[config.mk]
export PLATFORM = sky130hd
export DESIGN_NAME = ucd_top
export DESIGN_NICKNAME = d
export VERILOG_FILES = /design/src/shared/ucd_pkg.sv /design/src/hw/ucd_top.sv
export SDC_FILE = /design/constraint.sdc
export NUM_CORES = 1
export LEC_CHECK = 0
export BUFFER_PORTS_ARGS = -buffer_cell sky130_fd_sc_hd__buf_2
export CAP_MARGIN = 20
export CORE_UTILIZATION = 30
export CTS_CLUSTER_SIZE = 24
export DETAILED_ROUTE_END_ITERATION = 7
export SLEW_MARGIN = 10
export SYNTH_ARGS = -nofsm -noshare
export SYNTH_HDL_FRONTEND = slang
export SYNTH_SLANG_ARGS = --single-unit
[constraint.sdc]
create_clock -name pclk -period 2.7 [get_ports pclk]
set_input_delay 0.135 -clock pclk [delete_from_list [all_inputs] [get_ports pclk]]
set_output_delay 0.135 -clock pclk [all_outputs]
set_load 0.005 [all_outputs]
[src/shared/ucd_pkg.sv]
// Shared constants and types for the charger detection register block.
package ucd_pkg;

  // ==========================================================
  // Register indices; byte address is four times the index.
  localparam logic [9:0] UCD_FUNC_CTRL_IDX = 10'h004;
  localparam logic [9:0] UCD_IO_PWR_IDX = 10'h03a;
  localparam logic [9:0] UCD_DEBUG_IDX = 10'h015;
  localparam logic [9:0] UCD_STATUS_IDX = 10'h040;
  localparam logic [9:0] UCD_CTRL_IDX = 10'h041;
  localparam logic [9:0] UCD_IRQ_STAT_IDX = 10'h042;
  localparam logic [9:0] UCD_IRQ_MASK_IDX = 10'h043;

  // ==========================================================
  // Reset values and the full-speed non-driving setting.
  localparam logic [7:0] UCD_FUNC_CTRL_RST = 8'h41;
  localparam logic [7:0] UCD_IO_PWR_RST = 8'h04;
  localparam logic [7:0] UCD_FS_NONDRIVE_VAL = 8'h49;

  // ==========================================================
  // Field positions.
  localparam int UCD_IO_DP_PU_BIT = 4;
  localparam int UCD_IO_DM_PU_BIT = 5;
  localparam int UCD_CTRL_IDPU_BIT = 0;
  localparam int UCD_CTRL_GO_BIT = 1;
  localparam int UCD_IRQ_SESS_BIT = 0;
  localparam int UCD_IRQ_ID_GROUNDED_FLAG_BIT = 1;
  localparam int UCD_IRQ_CONV_BIT = 2;
  localparam int UCD_IRQ_LS_BIT = 3;
  localparam int UCD_DATA_INT_BIT = 3;

  // ==========================================================
  // Timing.
  localparam int UCD_CLK_NS = 20;
  localparam int UCD_RID_CONV_NS = 1000;
  localparam int UCD_RID_CONV_CYC =
    (UCD_RID_CONV_NS + UCD_CLK_NS - 1) / UCD_CLK_NS;

  // ==========================================================
  // Types.
  typedef enum logic [1:0] {
    UCD_MODE_SYNC = 2'b00,
    UCD_MODE_LOWPOWER = 2'b01,
    UCD_MODE_SERIAL = 2'b10,
    UCD_MODE_UART = 2'b11
  } ucd_mode_e;

  typedef enum logic {
    UCD_CONV_IDLE = 1'b0,
    UCD_CONV_BUSY = 1'b1
  } ucd_conv_e;

  typedef struct packed {
    logic [2:0] id_resistance;
    logic session_valid;
    logic id_grounded;
    logic dm_level;
    logic dp_level;
  } ucd_pins_s;

endpackage

[src/hw/ucd_top.sv]
// Charger detection registers, linestate reporting and ID conversion.
// ==========================================================
// What this block does
// - In synchronous mode session valid is reported in the receive command.
// - In non-synchronous modes the interrupt is driven on data line 3.
// - Writing 49h to function control selects non-driving full-speed mode.
// - Bit 4 of IO power register connects the DP charger pull-up.
// - Sync mode shows linestate in receive command and debug register.
// - Non-synchronous modes drive linestate onto data lines 0 and 1.
// - Bit 5 enables DM pull-up; UART mode enables it automatically.
`timescale 1ns/1ps

module ucd_top (
  // Clock and reset
  input wire logic pclk,
  input wire logic presetn,
  // APB slave
  input wire logic psel,
  input wire logic penable,
  input wire logic pwrite,
  input wire logic [11:0] paddr,
  input wire logic [31:0] pwdata,
  output logic [31:0] prdata,
  output logic pready,
  output logic pslverr,
  // Analog comparators and pins
  input wire ucd_pkg::ucd_pins_s pins_in,
  // Interface mode from link-side logic
  input wire ucd_pkg::ucd_mode_e ulpi_mode,
  // Data bus towards the link
  output logic [7:0] ulpi_dout,
  output logic ulpi_doe,
  output logic rxcmd_valid,
  // Analog controls
  output logic charger_dp_pullup_enable,
  output logic charger_dm_pullup_enable,
  output logic id_pin_pullup_enable,
  output logic [1:0] xcvr_select,
  output logic term_select,
  output logic [1:0] op_mode,
  output logic suspend_n,
  // Interrupt
  output logic irq
);
  import ucd_pkg::*;

  // ==========================================================
  // Pin synchronisers
  // The filtered value sets when stages two and three are both high, clears when they differ and holds when both are low.
  localparam int PW = $bits(ucd_pins_s);
  logic [PW-1:0] sync1;
  logic [PW-1:0] sync2;
  logic [PW-1:0] sync3;
  logic [PW-1:0] filt;
  logic [PW-1:0] next_filt;
  ucd_pins_s pf;

  always_comb begin
    next_filt = (sync2 & sync3) | (filt & ~(sync2 ^ sync3));
  end

  always_ff @(posedge pclk or negedge presetn) begin
    if (!presetn) begin
      sync1 <= '0;
      sync2 <= '0;
      sync3 <= '0;
      filt <= '0;
    end else begin
      sync1 <= pins_in;
      sync2 <= sync1;
      sync3 <= sync2;
      filt <= next_filt;
    end
  end

  assign pf = ucd_pins_s'(filt);

  // ==========================================================
  // Linestate and change detection
  logic [1:0] line_level;
  logic [1:0] prev_ls;
  logic prev_sess;
  logic prev_id_grounded_flag;
  logic ls_chg;
  logic sess_chg;
  logic id_grounded_flag_chg;

  assign line_level = {pf.dm_level, pf.dp_level};
  assign ls_chg = (line_level != prev_ls);
  assign sess_chg = (pf.session_valid != prev_sess);
  assign id_grounded_flag_chg = (pf.id_grounded != prev_id_grounded_flag);

  always_ff @(posedge pclk or negedge presetn) begin
    if (!presetn) begin
      prev_ls <= 2'h0;
      prev_sess <= 1'b0;
      prev_id_grounded_flag <= 1'b0;
    end else begin
      prev_ls <= line_level;
      prev_sess <= pf.session_valid;
      prev_id_grounded_flag <= pf.id_grounded;
    end
  end

  // ==========================================================
  // APB decode
  logic acc;
  logic wr;
  logic [9:0] idx;
  logic mapped;

  assign acc = psel & penable & pready;
  assign wr = acc & pwrite;
  assign idx = paddr[11:2];

  always_comb begin
    mapped = (paddr[1:0] == 2'h0) &&
             (idx == UCD_FUNC_CTRL_IDX || idx == UCD_IO_PWR_IDX ||
              idx == UCD_DEBUG_IDX || idx == UCD_STATUS_IDX ||
              idx == UCD_CTRL_IDX || idx == UCD_IRQ_STAT_IDX ||
              idx == UCD_IRQ_MASK_IDX);
  end

  // ==========================================================
  // Registers and ID conversion
  logic [7:0] func_ctrl;
  logic [7:0] io_pwr;
  logic idpu;
  logic [3:0] irq_stat;
  logic [3:0] irq_mask;
  ucd_conv_e conv_st;
  logic [7:0] conv_cnt;
  logic conv_done;
  logic [2:0] rid_result;
  logic [7:0] next_func_ctrl;
  logic [7:0] next_io_pwr;
  logic next_idpu;
  logic [3:0] next_irq_stat;
  logic [3:0] next_irq_mask;
  ucd_conv_e next_conv_st;
  logic [7:0] next_conv_cnt;
  logic next_conv_done;
  logic [2:0] next_rid_result;
  logic conv_end;
  logic [3:0] ev;

  always_comb begin
    next_func_ctrl = func_ctrl;
    next_io_pwr = io_pwr;
    next_idpu = idpu;
    next_irq_mask = irq_mask;
    next_conv_st = conv_st;
    next_conv_cnt = conv_cnt;
    next_conv_done = conv_done;
    next_rid_result = rid_result;
    conv_end = 1'b0;
    if (wr && idx == UCD_FUNC_CTRL_IDX) begin
      next_func_ctrl = pwdata[7:0];
    end
    if (wr && idx == UCD_IO_PWR_IDX) begin
      next_io_pwr = pwdata[7:0];
    end
    if (wr && idx == UCD_IRQ_MASK_IDX) begin
      next_irq_mask = pwdata[3:0];
    end
    if (wr && idx == UCD_CTRL_IDX) begin
      next_idpu = pwdata[UCD_CTRL_IDPU_BIT];
    end
    case (conv_st)
      UCD_CONV_IDLE: begin
        if (wr && idx == UCD_CTRL_IDX && pwdata[UCD_CTRL_GO_BIT]) begin
          next_conv_st = UCD_CONV_BUSY;
          next_conv_cnt = 8'(UCD_RID_CONV_CYC - 1);
          next_conv_done = 1'b0;
        end
      end
      UCD_CONV_BUSY: begin
        if (conv_cnt == 8'h00) begin
          next_conv_st = UCD_CONV_IDLE;
          next_conv_done = 1'b1;
          next_rid_result = pf.id_resistance;
          conv_end = 1'b1;
        end else begin
          next_conv_cnt = conv_cnt - 8'h01;
        end
      end
      default: begin
        next_conv_st = UCD_CONV_IDLE;
      end
    endcase
    ev = 4'h0;
    ev[UCD_IRQ_SESS_BIT] = sess_chg;
    ev[UCD_IRQ_ID_GROUNDED_FLAG_BIT] = id_grounded_flag_chg;
    ev[UCD_IRQ_CONV_BIT] = conv_end;
    ev[UCD_IRQ_LS_BIT] = ls_chg;
    // A new event wins over a write-one clear in the same cycle.
    next_irq_stat = irq_stat;
    if (wr && idx == UCD_IRQ_STAT_IDX) begin
      next_irq_stat = irq_stat & ~pwdata[3:0];
    end
    next_irq_stat = next_irq_stat | ev;
  end

  always_ff @(posedge pclk or negedge presetn) begin
    if (!presetn) begin
      func_ctrl <= UCD_FUNC_CTRL_RST;
      io_pwr <= UCD_IO_PWR_RST;
      idpu <= 1'b0;
      irq_stat <= 4'h0;
      irq_mask <= 4'h0;
      conv_st <= UCD_CONV_IDLE;
      conv_cnt <= 8'h00;
      conv_done <= 1'b0;
      rid_result <= 3'h0;
    end else begin
      func_ctrl <= next_func_ctrl;
      io_pwr <= next_io_pwr;
      idpu <= next_idpu;
      irq_stat <= next_irq_stat;
      irq_mask <= next_irq_mask;
      conv_st <= next_conv_st;
      conv_cnt <= next_conv_cnt;
      conv_done <= next_conv_done;
      rid_result <= next_rid_result;
    end
  end

  // ==========================================================
  // APB answer and read mux
  // Answering one cycle after setup keeps every access at two cycles.
  logic [31:0] next_prdata;
  logic next_pready;
  logic next_pslverr;
  logic [7:0] rd;

  always_comb begin
    rd = 8'h00;
    case (idx)
      UCD_FUNC_CTRL_IDX: rd = func_ctrl;
      UCD_IO_PWR_IDX: rd = io_pwr;
      UCD_DEBUG_IDX: rd = {6'h00, line_level};
      UCD_STATUS_IDX: rd = {line_level, rid_result, conv_done,
                            pf.id_grounded, pf.session_valid};
      UCD_CTRL_IDX: rd = {6'h00, (conv_st == UCD_CONV_BUSY), idpu};
      UCD_IRQ_STAT_IDX: rd = {4'h0, irq_stat};
      UCD_IRQ_MASK_IDX: rd = {4'h0, irq_mask};
      default: rd = 8'h00;
    endcase
    next_pready = psel & ~penable;
    next_prdata = prdata;
    next_pslverr = 1'b0;
    if (psel && !penable) begin
      next_prdata = pwrite ? 32'h0 : {24'h0, rd};
      next_pslverr = ~mapped;
    end
  end

  always_ff @(posedge pclk or negedge presetn) begin
    if (!presetn) begin
      prdata <= 32'h0;
      pready <= 1'b0;
      pslverr <= 1'b0;
    end else begin
      prdata <= next_prdata;
      pready <= next_pready;
      pslverr <= next_pslverr;
    end
  end

  // ==========================================================
  // Link data bus, analog controls and interrupt
  logic irq_any;
  logic in_uart;
  logic rx_evt;
  logic [7:0] next_dout;
  logic next_doe;
  logic next_rxv;

  assign irq_any = |(irq_stat & irq_mask);
  assign in_uart = (ulpi_mode == UCD_MODE_UART);
  assign rx_evt = ls_chg | sess_chg;

  always_comb begin
    next_dout = 8'h00;
    next_doe = 1'b0;
    next_rxv = 1'b0;
    if (ulpi_mode == UCD_MODE_SYNC) begin
      if (rx_evt) begin
        next_rxv = 1'b1;
        next_doe = 1'b1;
        next_dout = {1'b0, pf.id_grounded, 2'h0,
                     pf.session_valid, 1'b0, line_level};
      end
    end else begin
      next_doe = 1'b1;
      next_dout[1:0] = line_level;
      next_dout[UCD_DATA_INT_BIT] = irq_any;
    end
  end

  always_ff @(posedge pclk or negedge presetn) begin
    if (!presetn) begin
      ulpi_dout <= 8'h00;
      ulpi_doe <= 1'b0;
      rxcmd_valid <= 1'b0;
      charger_dp_pullup_enable <= 1'b0;
      charger_dm_pullup_enable <= 1'b0;
      id_pin_pullup_enable <= 1'b0;
      xcvr_select <= 2'h0;
      term_select <= 1'b0;
      op_mode <= 2'h0;
      suspend_n <= 1'b0;
      irq <= 1'b0;
    end else begin
      ulpi_dout <= next_dout;
      ulpi_doe <= next_doe;
      rxcmd_valid <= next_rxv;
      charger_dp_pullup_enable <= io_pwr[UCD_IO_DP_PU_BIT] | in_uart;
      charger_dm_pullup_enable <= io_pwr[UCD_IO_DM_PU_BIT] | in_uart;
      id_pin_pullup_enable <= idpu;
      xcvr_select <= func_ctrl[1:0];
      term_select <= func_ctrl[2];
      op_mode <= func_ctrl[4:3];
      suspend_n <= func_ctrl[6];
      irq <= irq_any;
    end
  end

endmodule

==> results by group, run 1 <==
Power
  • Static Leak: 0.00239 uW
  • Switching Fraction: 0.226
  • Power Internal: 2280 uW
  • Part of the power in the clock network: 0.426
  • Psw: 665 uW
  • Comb pwr share: 0.060
  • Power density cells: 611 mW/mm2
  • Worst vdd rail ir drop: 0.416 mV
  • Sequential fraction of design power: 0.514

Finish
  • # fillers: 1,235
  • P&R area growth vs syn: 20.8%
  • Commonest non-fill, non-tap cell in the layout: dfrtp_1
  • Nets: 453
  • Share of cells above drive strength 1: 0.319
  • # diodes: 0
  • Commonest non-fill, non-tap cells in the layout: dfrtp_1, buf_2, nand2_1, conb_1, mux2_2
  • Post-layout util: 0.377

Drt
  • Vias: 2,522
  • Antenna Nets Post-Route: 0
  • Iter 0 DRT Violations: 181
  • Initial DRT Pass Iterations: 4
  • Vias/cell: 4.47
  • Post-Route WL: 7.78 mm
  • Routed wire per std cell: 13.8 um
  • DRC violations left: 0

Placement
  • I/O Buffers: 59
  • Post-DP HPWL: 5.55 mm
  • Final Wtd Congestion: 0.711

Global routing
  • Total grt overflow: 0
  • Vias in the first global route: 2,454
  • Gr usage total: 0.123
  • Largest net degree at the start of global routing: 53
  • Initial antenna violation count: 1
  • Global-route wire length before repair: 12.6 mm

STA
  • Clock Skew: 6.24 ps
  • Crit share post-route: 0.705
  • Hold Fails Final Rpt: 0
  • Unrepaired setup endpoints after global routing: no
  • Pins over their slew limit: 0
  • Final Setup Violations: 0
  • Rel. slew slack: 0.545
  • Tmin final: 1900 ps
  • TNS Setup: 0 ps
  • Highest clock frequency the design can meet: 526 MHz
  • Slew @ Worst Pin: 682 ps

Worst setup path
  • Critical path class: input port to register
  • CP required: 2920 ps
  • R2R Setup Slk: 800 ps
  • CP Max Fanout: 8
  • Crit path DAT: 2120 ps
  • Startpoint type of the worst setup path: input port
  • Crit path capture type: register
  • Crit-path cells: buf_2 -> or4_1 -> nor4_4 -> nand2_2 -> mux2_2
  • Slowest stage delay, CP: 670 ps
  • Worst path slowest cell: or4_1

Yosys
  • Main synth FF type: dfrtp_1
  • EDFF count, synth: 0
  • Synth Cell Area: 0.00399 mm2
  • Synthesized flop and latch total: 96
  • Largest cells by area after synthesis: dfrtp_1, mux2_2, buf_4, nand2_1, ha_1
  • Cells after Synth: 307
  • Post-synth top area cell: dfrtp_1
  • Asr flop ratio synth: 1.00
  • Yosys cell types: 44
  • Avg Cell Area, Syn: 13.0 um2
  • Seq/Total Area, Yosys: 0.603
  • Yosys Warn Count: 0
  • Synth top area share: 0.584

CTS
  • CTS tree: built
  • CTS buffer count: 9
  • CTS Buffer Depth: 2
  • CTS Root Buffer Type: clkbuf_16
  • Clock Latency Late Sink: 340 ps
  • CTS HTree Levels: 3
  • # clock sinks: 96
  • Clock-pin slew on the worst setup and hold paths: 70 ps

Floorplan
  • I/O pin count: 112
  • FP Rows: 41
  • Die Span Y: 117 um
  • DIE AREA: 0.0138 mm2
  • Initial Util: 0.312
  • Die width: 117 um
  • Core footprint: 0.0128 mm2

Flow run
  • MaxCap Viol Count: 0

Min path
  • Hold Path Class: input port to register

Outcome
  • Outcome: finished clean
-- worst max-delay path, delay by kind of cell --
family	cells	cell delay (ps)
buffers and inverters	1	120
multiplexers	1	340
AND/OR/NAND/NOR	3	1530
-- worst paths after layout --
check	endpoint	start	cells past startpoint
worst max-delay path	func_ctrl[1]$_DFFE_PN0P_	paddr[7]	5
worst min-delay path	pslverr$_DFF_PN0_	paddr[0]	3
worst max register to register	conv_cnt[1]$_DFFE_PN0P_	conv_cnt[5]$_DFFE_PN0P_	4
worst min register to register	sync2[1]$_DFF_PN0_	sync1[1]$_DFF_PN0_	0
max in group asynchronous	conv_cnt[7]$_DFFE_PN0P_	presetn	3
min in group asynchronous	sync1[5]$_DFF_PN0_	presetn	2
-- sequential cells by signal, summed over array words and instances (netlist names), 4 cells and up --
name and flops:
sync2 7, filt 7, io_pwr 8, irq_stat 4, irq_mask 4, ulpi_dout 4, sync1 7, func_ctrl 8
conv_cnt 8, prdata 8, sync3 7
-- cells by family (layout without fill, tap and decap cells) --
group	count (synthesis)	in the layout	synth area share
and+or+nand+nor	79	79	0.118
DFF	96	96	0.603
adders and majority gates	8	8	0.0251
xor gates and xnor gates	7	7	0.0154
muxes	30	30	0.0897
AOI/OAI and AO/OA	42	42	0.0794
buffers and inverters	44	102	0.0681
other	1	28	0.000940
-- cell usage after synthesis, types with 2 or more instances --
cell      number
xor2_1         3
buf_4         28
or4b_2         2
nor2_1        12
a21o_1        11
dfrtp_1       93
nor3_1         7
mux2i_1        2
mux2_2        26
nand2_1       28
o21ai_0        5
a21oi_1        2
nor4_1         4
ha_1           8
nand3b_1       2
dfstp_2        3
a22oi_1       11
or4_1          2
mux4_2         2
and2_1         3
xnor2_1        4
nand2b_1       5
clkbuf_1       3
or2_2          2
nor4_4         3
a22o_1         7
inv_1         12
-- power groups by stage --
stage,registers (uW),logic [uW],clock network (uW)
5_1_grt,1520,207,1350
6_report,1510,178,1250
3_3_place_gp,1540,167,0
4_1_cts,1520,182,1290
3_5_place_dp,1540,172,0
2_1_floorplan,1530,109,0
-- metrics by stage --
stage | std cells | instance area [um2] | setup WS (ps) | hold slack [ps] | power [uW]
3_3_place_gp | 540 | 4440 | 518 | 213 | 1710
5_1_grt | 564 | 4820 | 721 | 15.4 | 3070
4_1_cts | 564 | 4820 | 804 | 8.21 | 2990
6_report | 564 | 4820 | 797 | 16.5 | 2950
3_5_place_dp | 540 | 4440 | 459 | 219 | 1710
2_1_floorplan | 334 | 4090 | 799 | -161 | 1640
-- area by class of cell --
cell class	instances	area (um2)	share of cell area
Sequential cell	96	2410	0.499
Multi-Input combinational cell	194	1410	0.293
Timing Repair Buffer	74	443	0.0919
Clock buffer	10	229	0.0475
Tap cell	172	215	0.0447
Clock inverter	6	67.6	0.0140
Inverter	12	45.0	0.00935
-- repair_timing --
action	in CTS	in global routing
setup buffers	0	0
resized for setup	0	0
endpoints found under the hold margin	55	0
hold buffers	8	0
-- layer usage --
layer | track usage | up-vias | routed length, um
met5 | 0 | - | 10
met2 | 0.195 | 79 | 3710
met1 | 0.164 | 1248 | 3580
met3 | 0.0402 | 11 | 415
met4 | 0.0295 | 2 | 69
li1 | - | 1182 | -
Note: power is estimated with default switching activity, not from simulation.
==> inputs of run 2 (changes only) <==
--- a/config.mk
+++ b/config.mk
@@ -5,6 +5,7 @@
 export SDC_FILE = /design/constraint.sdc
 export NUM_CORES = 1
 export LEC_CHECK = 0
+export ABC_AREA = 1
 export BUFFER_PORTS_ARGS = -buffer_cell sky130_fd_sc_hd__buf_2
 export CAP_MARGIN = 20
 export CORE_UTILIZATION = 30
==> constraint.sdc (replaced) <==
create_clock -name pclk -period 1.5 [get_ports pclk]
set_input_delay 0.075 -clock pclk [delete_from_list [all_inputs] [get_ports pclk]]
set_output_delay 0.075 -clock pclk [all_outputs]
set_load 0.005 [all_outputs]
==> run 2 against run 1 <==
Clock-buffer cell count increased by 1. Combinational power increased by 110%. Sequential share of layout area decreased by 5.3 points. Highest routed layer is now met4. Utilization increased by 1.1 points. Sequential power increased by 79%. Critical endpoint is now conv_st$_DFF_PN0_. Clock skew increased by 1.6 ps. Clock power increased by 100%. Final cell count increased by 27%. Critical path depth increased by 4.
==> results by group, run 2 <==
Yosys
  • Synth Cell Area: 0.00428 mm2
  • Asr flop ratio synth: 1.00
  • Commonest cells in the netlist: dfrtp_1, nand2_1, inv_1, nand3_1, buf_4
  • Main synth FF type: dfrtp_1
  • Seq/Total Area, Yosys: 0.563
  • Yosys Warn Count: 0
  • Synthesized flop and latch total: 96
  • Avg Cell Area, Syn: 9.88 um2
  • Synth top area share: 0.544
  • Cells after Synth: 433
  • EDFF count, synth: 0
  • Post-synth top area cell: dfrtp_1
  • Yosys cell types: 36
  • Largest cells by area after synthesis: dfrtp_1, nand2_1, buf_4, inv_1, nand3_1

Global routing
  • Largest net degree at the start of global routing: 38
  • Total grt overflow: 0
  • Initial antenna violation count: 0
  • Gr usage total: 0.136
  • Vias in the first global route: 3,256
  • Global-route wire length before repair: 15.5 mm

Floorplan
  • I/O pin count: 112
  • DIE AREA: 0.0147 mm2
  • FP Rows: 43
  • Initial Util: 0.308
  • Core footprint: 0.0139 mm2
  • Die Span Y: 121 um
  • Die width: 121 um

Finish
  • Share of cells above drive strength 1: 0.276
  • Commonest non-fill, non-tap cell in the layout: dfrtp_1
  • # diodes: 0
  • P&R area growth vs syn: 26.1%
  • # fillers: 1,367
  • Commonest non-fill, non-tap cells in the layout: dfrtp_1, nand2_1, buf_2, inv_1, nand3_1
  • Non-Filler Instances: 719
  • Nets: 600

Drt
  • Vias: 3,150
  • Iter 0 DRT Violations: 132
  • Vias/cell: 4.38
  • Post-Route WL: 9.30 mm
  • Antenna Nets Post-Route: 0
  • DRC violations left: 0
  • Initial DRT Pass Iterations: 4
  • Routed wire per std cell: 12.9 um

CTS
  • CTS Buffer Depth: 2
  • # clock sinks: 96
  • CTS HTree Levels: 3
  • Clock-pin slew on the worst setup and hold paths: 70 ps
  • Clock Latency Late Sink: 340 ps
  • CTS buffer count: 9
  • CTS Root Buffer Type: clkbuf_16
  • CTS tree: built

Power
  • Total power: 5590 uW
  • Worst vdd rail ir drop: 0.503 mV
  • Power density cells: 1040 mW/mm2
  • Static Leak: 0.00280 uW

Worst setup path
  • CP required: 1730 ps
  • Critical path class: register to register
  • Crit path DAT: 1690 ps
  • CP Max Fanout: 6
  • R2R depth: 9
  • Crit path capture type: register
  • Startpoint type of the worst setup path: register

Placement
  • I/O Buffers: 59
  • DP Cell Count: 683
  • Pre-CTS WS: -0.152 ps
  • Post-DP HPWL: 6.85 mm
  • Final Wtd Congestion: 0.845

STA
  • Hold Fails Final Rpt: 0
  • Final Setup Violations: 0
  • Tmin final: 1460 ps
  • Unrepaired setup endpoints after global routing: yes
  • Hold Worst Slack: 4.81 ps
  • Pins over their slew limit: 0
  • Crit share post-route: 0.973
  • Setup WS post-layout: 40.6 ps
  • Clock Skew: 7.79 ps
  • Highest clock frequency the design can meet: 685 MHz
  • TNS Setup: 0 ps

Min path
  • Hold path depth: 3
  • Hold Path Class: input port to register

Flow run
  • MaxCap Viol Count: 0

Outcome
  • Outcome: finished clean
run 2: layout make-up:
cell class / count / area, um2 / area share
Multi-Input combinational cell: 281 / 1590 / 0.296
Sequential cell: 96 / 2410 / 0.446
Timing Repair Buffer: 95 / 634 / 0.118
Tap cell: 180 / 225 / 0.0418
Inverter: 51 / 194 / 0.0360
Clock inverter: 5 / 86.3 / 0.0160
Clock buffer: 11 / 253 / 0.0469
run 2: metrics by stage:
stage          cell area, um2  utilization
3_3_place_gp             4780        0.344
4_1_cts                  5260        0.379
3_5_place_dp             4780        0.344
5_1_grt                  5390        0.388
6_report                 5390        0.388
2_1_floorplan            4380            -
run 2: final timing paths:
path                                         start                                  to  slack, ps
max                        conv_cnt[1]$_DFFE_PN0P_                   conv_st$_DFF_PN0_         40
min                                      pwdata[4]            func_ctrl[4]$_DFFE_PN0P_          5
max reg2reg                conv_cnt[1]$_DFFE_PN0P_                   conv_st$_DFF_PN0_         40
min reg2reg                     sync1[6]$_DFF_PN0_                  sync2[6]$_DFF_PN0_        350
max in group asynchronous                  presetn  charger_dp_pullup_enable$_DFF_PN0_        660
min in group asynchronous                  presetn            xcvr_select[1]$_DFF_PN0_        240
run 2: layer usage:
metal  share of wire  track usage
met5               0            0
met4           0.010       0.0401
met3           0.053       0.0385
met2            0.49        0.231
met1            0.45        0.168
run 2: cells by family (layout without fill, tap and decap cells):
group,count (synthesis),in the layout,share of synthesized area
adders and majority gates,8,8,0.0234
and+or+nand+nor,184,184,0.211
buffers and inverters,83,162,0.106
muxes,1,1,0.00263
xor gates and xnor gates,8,8,0.0164
AOI/OAI and AO/OA,52,52,0.0769
other,1,28,0.000877
DFF,96,96,0.563
run 2: critical path: stages (launching register included):
cell and delay (ps):
dfrtp_1 390, inv_2 90, ha_4 150, nand2_4 50
nor2_4 140, nand3_2 100, nand2_4 110, nand2_4 80
buf_6 150, buf_6 100
run 2: what timing repair did:
| item | in CTS | in global routing |
|---|---|---|
| hold buffers | 14 | 0 |
| buffers inserted | 0 | 7 |
| setup endpoints to repair | 2 | 8 |
| hold endpoints to repair | 40 | 0 |
| gates resized for setup | 1 | 25 |
| pin swaps | 0 | 5 |
run 2: power breakdown:
part	total (uW)	leakage (uW)	internal, uW	switching (uW)
Combinational	376	0.00145	146	230
Clock	2510	0.000166	1560	945
Sequential	2710	0.00119	2670	37.0
==> inputs of run 3 (changes only) <==
==> constraint.sdc (replaced) <==
create_clock -name pclk -period 1.6 [get_ports pclk]
set_input_delay 0.08 -clock pclk [delete_from_list [all_inputs] [get_ports pclk]]
set_output_delay 0.08 -clock pclk [all_outputs]
set_load 0.005 [all_outputs]
==> run 3 against run 2 <==
Via count down 2.2%. Setup slack better by 72 ps. Final cell count down 0.83%. Fmax down 1.9%. First-iteration DRC count up 14%. Utilization down 1.2 points. Critical path type unchanged. Die area unchanged. Critical endpoint is now conv_cnt[0]$_DFFE_PN0P_. Highest routed layer unchanged. Flip-flop and latch count unchanged. Clock skew up 2.8 ps. Largest power group unchanged. Worst hold slack better by 6.8 ps. Largest cell class unchanged.
==> results by group, run 3 (synthesized netlist as in run 2, its figures left out) <==
CTS
  • Clock-pin slew on the worst setup and hold paths: 70 ps
  • CTS tree: built
  • CTS buffer count: 9
  • CTS Root Buffer Type: clkbuf_16
  • # clock sinks: 96
  • CTS Buffer Depth: 2
  • CTS HTree Levels: 3
  • Clock Latency Late Sink: 350 ps

Finish
  • P&R area growth vs syn: 22.1%
  • Reg area: 0.00241 mm2
  • # fillers: 1,421
  • Non-Filler Instances: 713
  • Share of cells above drive strength 1: 0.248
  • Nets: 594
  • Area of the multi-input gates: 0.00155 mm2
  • Commonest non-fill, non-tap cells in the layout: nand2_1, dfrtp_1, buf_2, inv_1, nand3_1
  • Post-route cell area: 0.00522 mm2
  • # diodes: 0

Outcome
  • Outcome: finished clean

Floorplan
  • Core footprint: 0.0139 mm2
  • Die width: 121 um
  • Initial Util: 0.308
  • FP Rows: 43
  • DIE AREA: 0.0147 mm2
  • I/O pin count: 112
  • Die Span Y: 121 um

Worst setup path
  • R2R depth: 9
  • Startpoint type of the worst setup path: register
  • R2R Setup Slk: 110 ps
  • CP Max Fanout: 6
  • End of the critical path: conv_cnt[0]$_DFFE_PN0P_
  • Crit path capture type: register
  • FF-to-FF End: conv_cnt[0]$_DFFE_PN0P_
  • Crit path DAT: 1710 ps
  • Critical path class: register to register
  • CP required: 1820 ps
  • Worst reg2reg startpoint: conv_cnt[1]$_DFFE_PN0P_
  • Setup crit start: conv_cnt[1]$_DFFE_PN0P_

Flow run
  • MaxCap Viol Count: 0

Drt
  • Vias/cell: 4.32
  • Iter 0 DRT Violations: 150
  • Initial DRT Pass Iterations: 4
  • DRC violations left: 0
  • Post-Route WL: 9.15 mm
  • Routed wire per std cell: 12.8 um
  • Vias: 3,081
  • Antenna Nets Post-Route: 0

Global routing
  • Initial antenna violation count: 1
  • Total grt overflow: 0
  • Largest net degree at the start of global routing: 45
  • Vias in the first global route: 3,065
  • Global-route wire length before repair: 15.1 mm
  • Gr usage total: 0.136

Power
  • Power density cells: 942 mW/mm2
  • Worst vdd rail ir drop: 0.473 mV
  • Static Leak: 0.00271 uW

STA
  • Tmin final: 1490 ps
  • Final Setup Violations: 0
  • Hold Worst Slack: 11.6 ps
  • Clock Skew: 10.6 ps
  • Pins over their slew limit: 0
  • Highest clock frequency the design can meet: 672 MHz
  • TNS Setup: 0 ps
  • Hold Fails Final Rpt: 0
  • Crit share post-route: 0.930

Placement
  • I/O Buffers: 59
  • Placed Area: 0.00474 mm2
  • DP Cell Count: 679
  • Post-DP HPWL: 6.80 mm
  • Final Wtd Congestion: 0.800

Min path
  • Hold Path Class: input port to register
-- run 3: cell types whose count changed in the layout (fill, tap and decap cells not counted), sizes merged --
cell / delta
nand2: +1
buf: -8
dlygate4sd3: +1
clkinvlp: +2
bufinv: -2
-- run 3: how the worst min path moves through the flow --
stage                         start                            endpoint  slack [ps]  cells past startpoint
final                     pwdata[7]            func_ctrl[7]$_DFFE_PN0P_          10                      3
after global routing      pwdata[4]            func_ctrl[4]$_DFFE_PN0P_          10                      3
after CTS                 pwdata[4]            func_ctrl[4]$_DFFE_PN0P_           4                      3
after detailed placement    presetn                  sync1[5]$_DFF_PN0_          40                      1
after global placement      presetn                  sync1[5]$_DFF_PN0_          40                      1
after floorplan             presetn  charger_dm_pullup_enable$_DFF_PN0_        -220                      0
-- run 3: metal layers --
metal | vias to the layer above | GRT usage | routed length [um]
met5 | - | 0 | 0
met1 | 1462 | 0.175 | 4230
met4 | 0 | 0.0432 | 159
met3 | 14 | 0.0451 | 566
met2 | 89 | 0.214 | 4190
li1 | 1516 | - | -
-- run 3: repair_timing --
item	4_1_cts	5_1_grt
gates cloned	0	1
hold buffers	15	0
setup endpoints to repair	3	9
buffers inserted	0	2
resized for setup	2	6
hold endpoints to repair	39	0
pin swaps	0	1
-- run 3: cell type report --
class | count | share of cell area
sequential | 96 | 0.461
inverter | 51 | 0.0371
tap | 180 | 0.0431
clock buffer | 11 | 0.0465
timing repair buffer | 88 | 0.108
multi-input combinational | 282 | 0.296
clock inverter | 5 | 0.00791
-- run 3: metrics by stage --
step | total power, uW | worst slack (ps) | utilization
final | 4920 | 113 | 0.376
after global routing | 5160 | -26.0 | 0.376
after CTS | 4990 | 35.4 | 0.374
after global placement | 2900 | 57.3 | 0.342
after floorplan | 2770 | 92.2 | -
after detailed placement | 2910 | -44.0 | 0.342
-- run 3: where the power goes --
part           total (uW)  switching, uW  internal [uW]
clock network        2030            925           1110
registers            2540           34.2           2500
logic                 348            214            134
-- run 3: critical path: stages, from the launching register on --
cell and delay, ps:
dfrtp_1 390, inv_1 80, ha_2 180, nand2_1 90
nor2_4 120, nand3_1 130, nand2_4 130, nand2_4 70
o21ai_0 70, o21ai_0 90
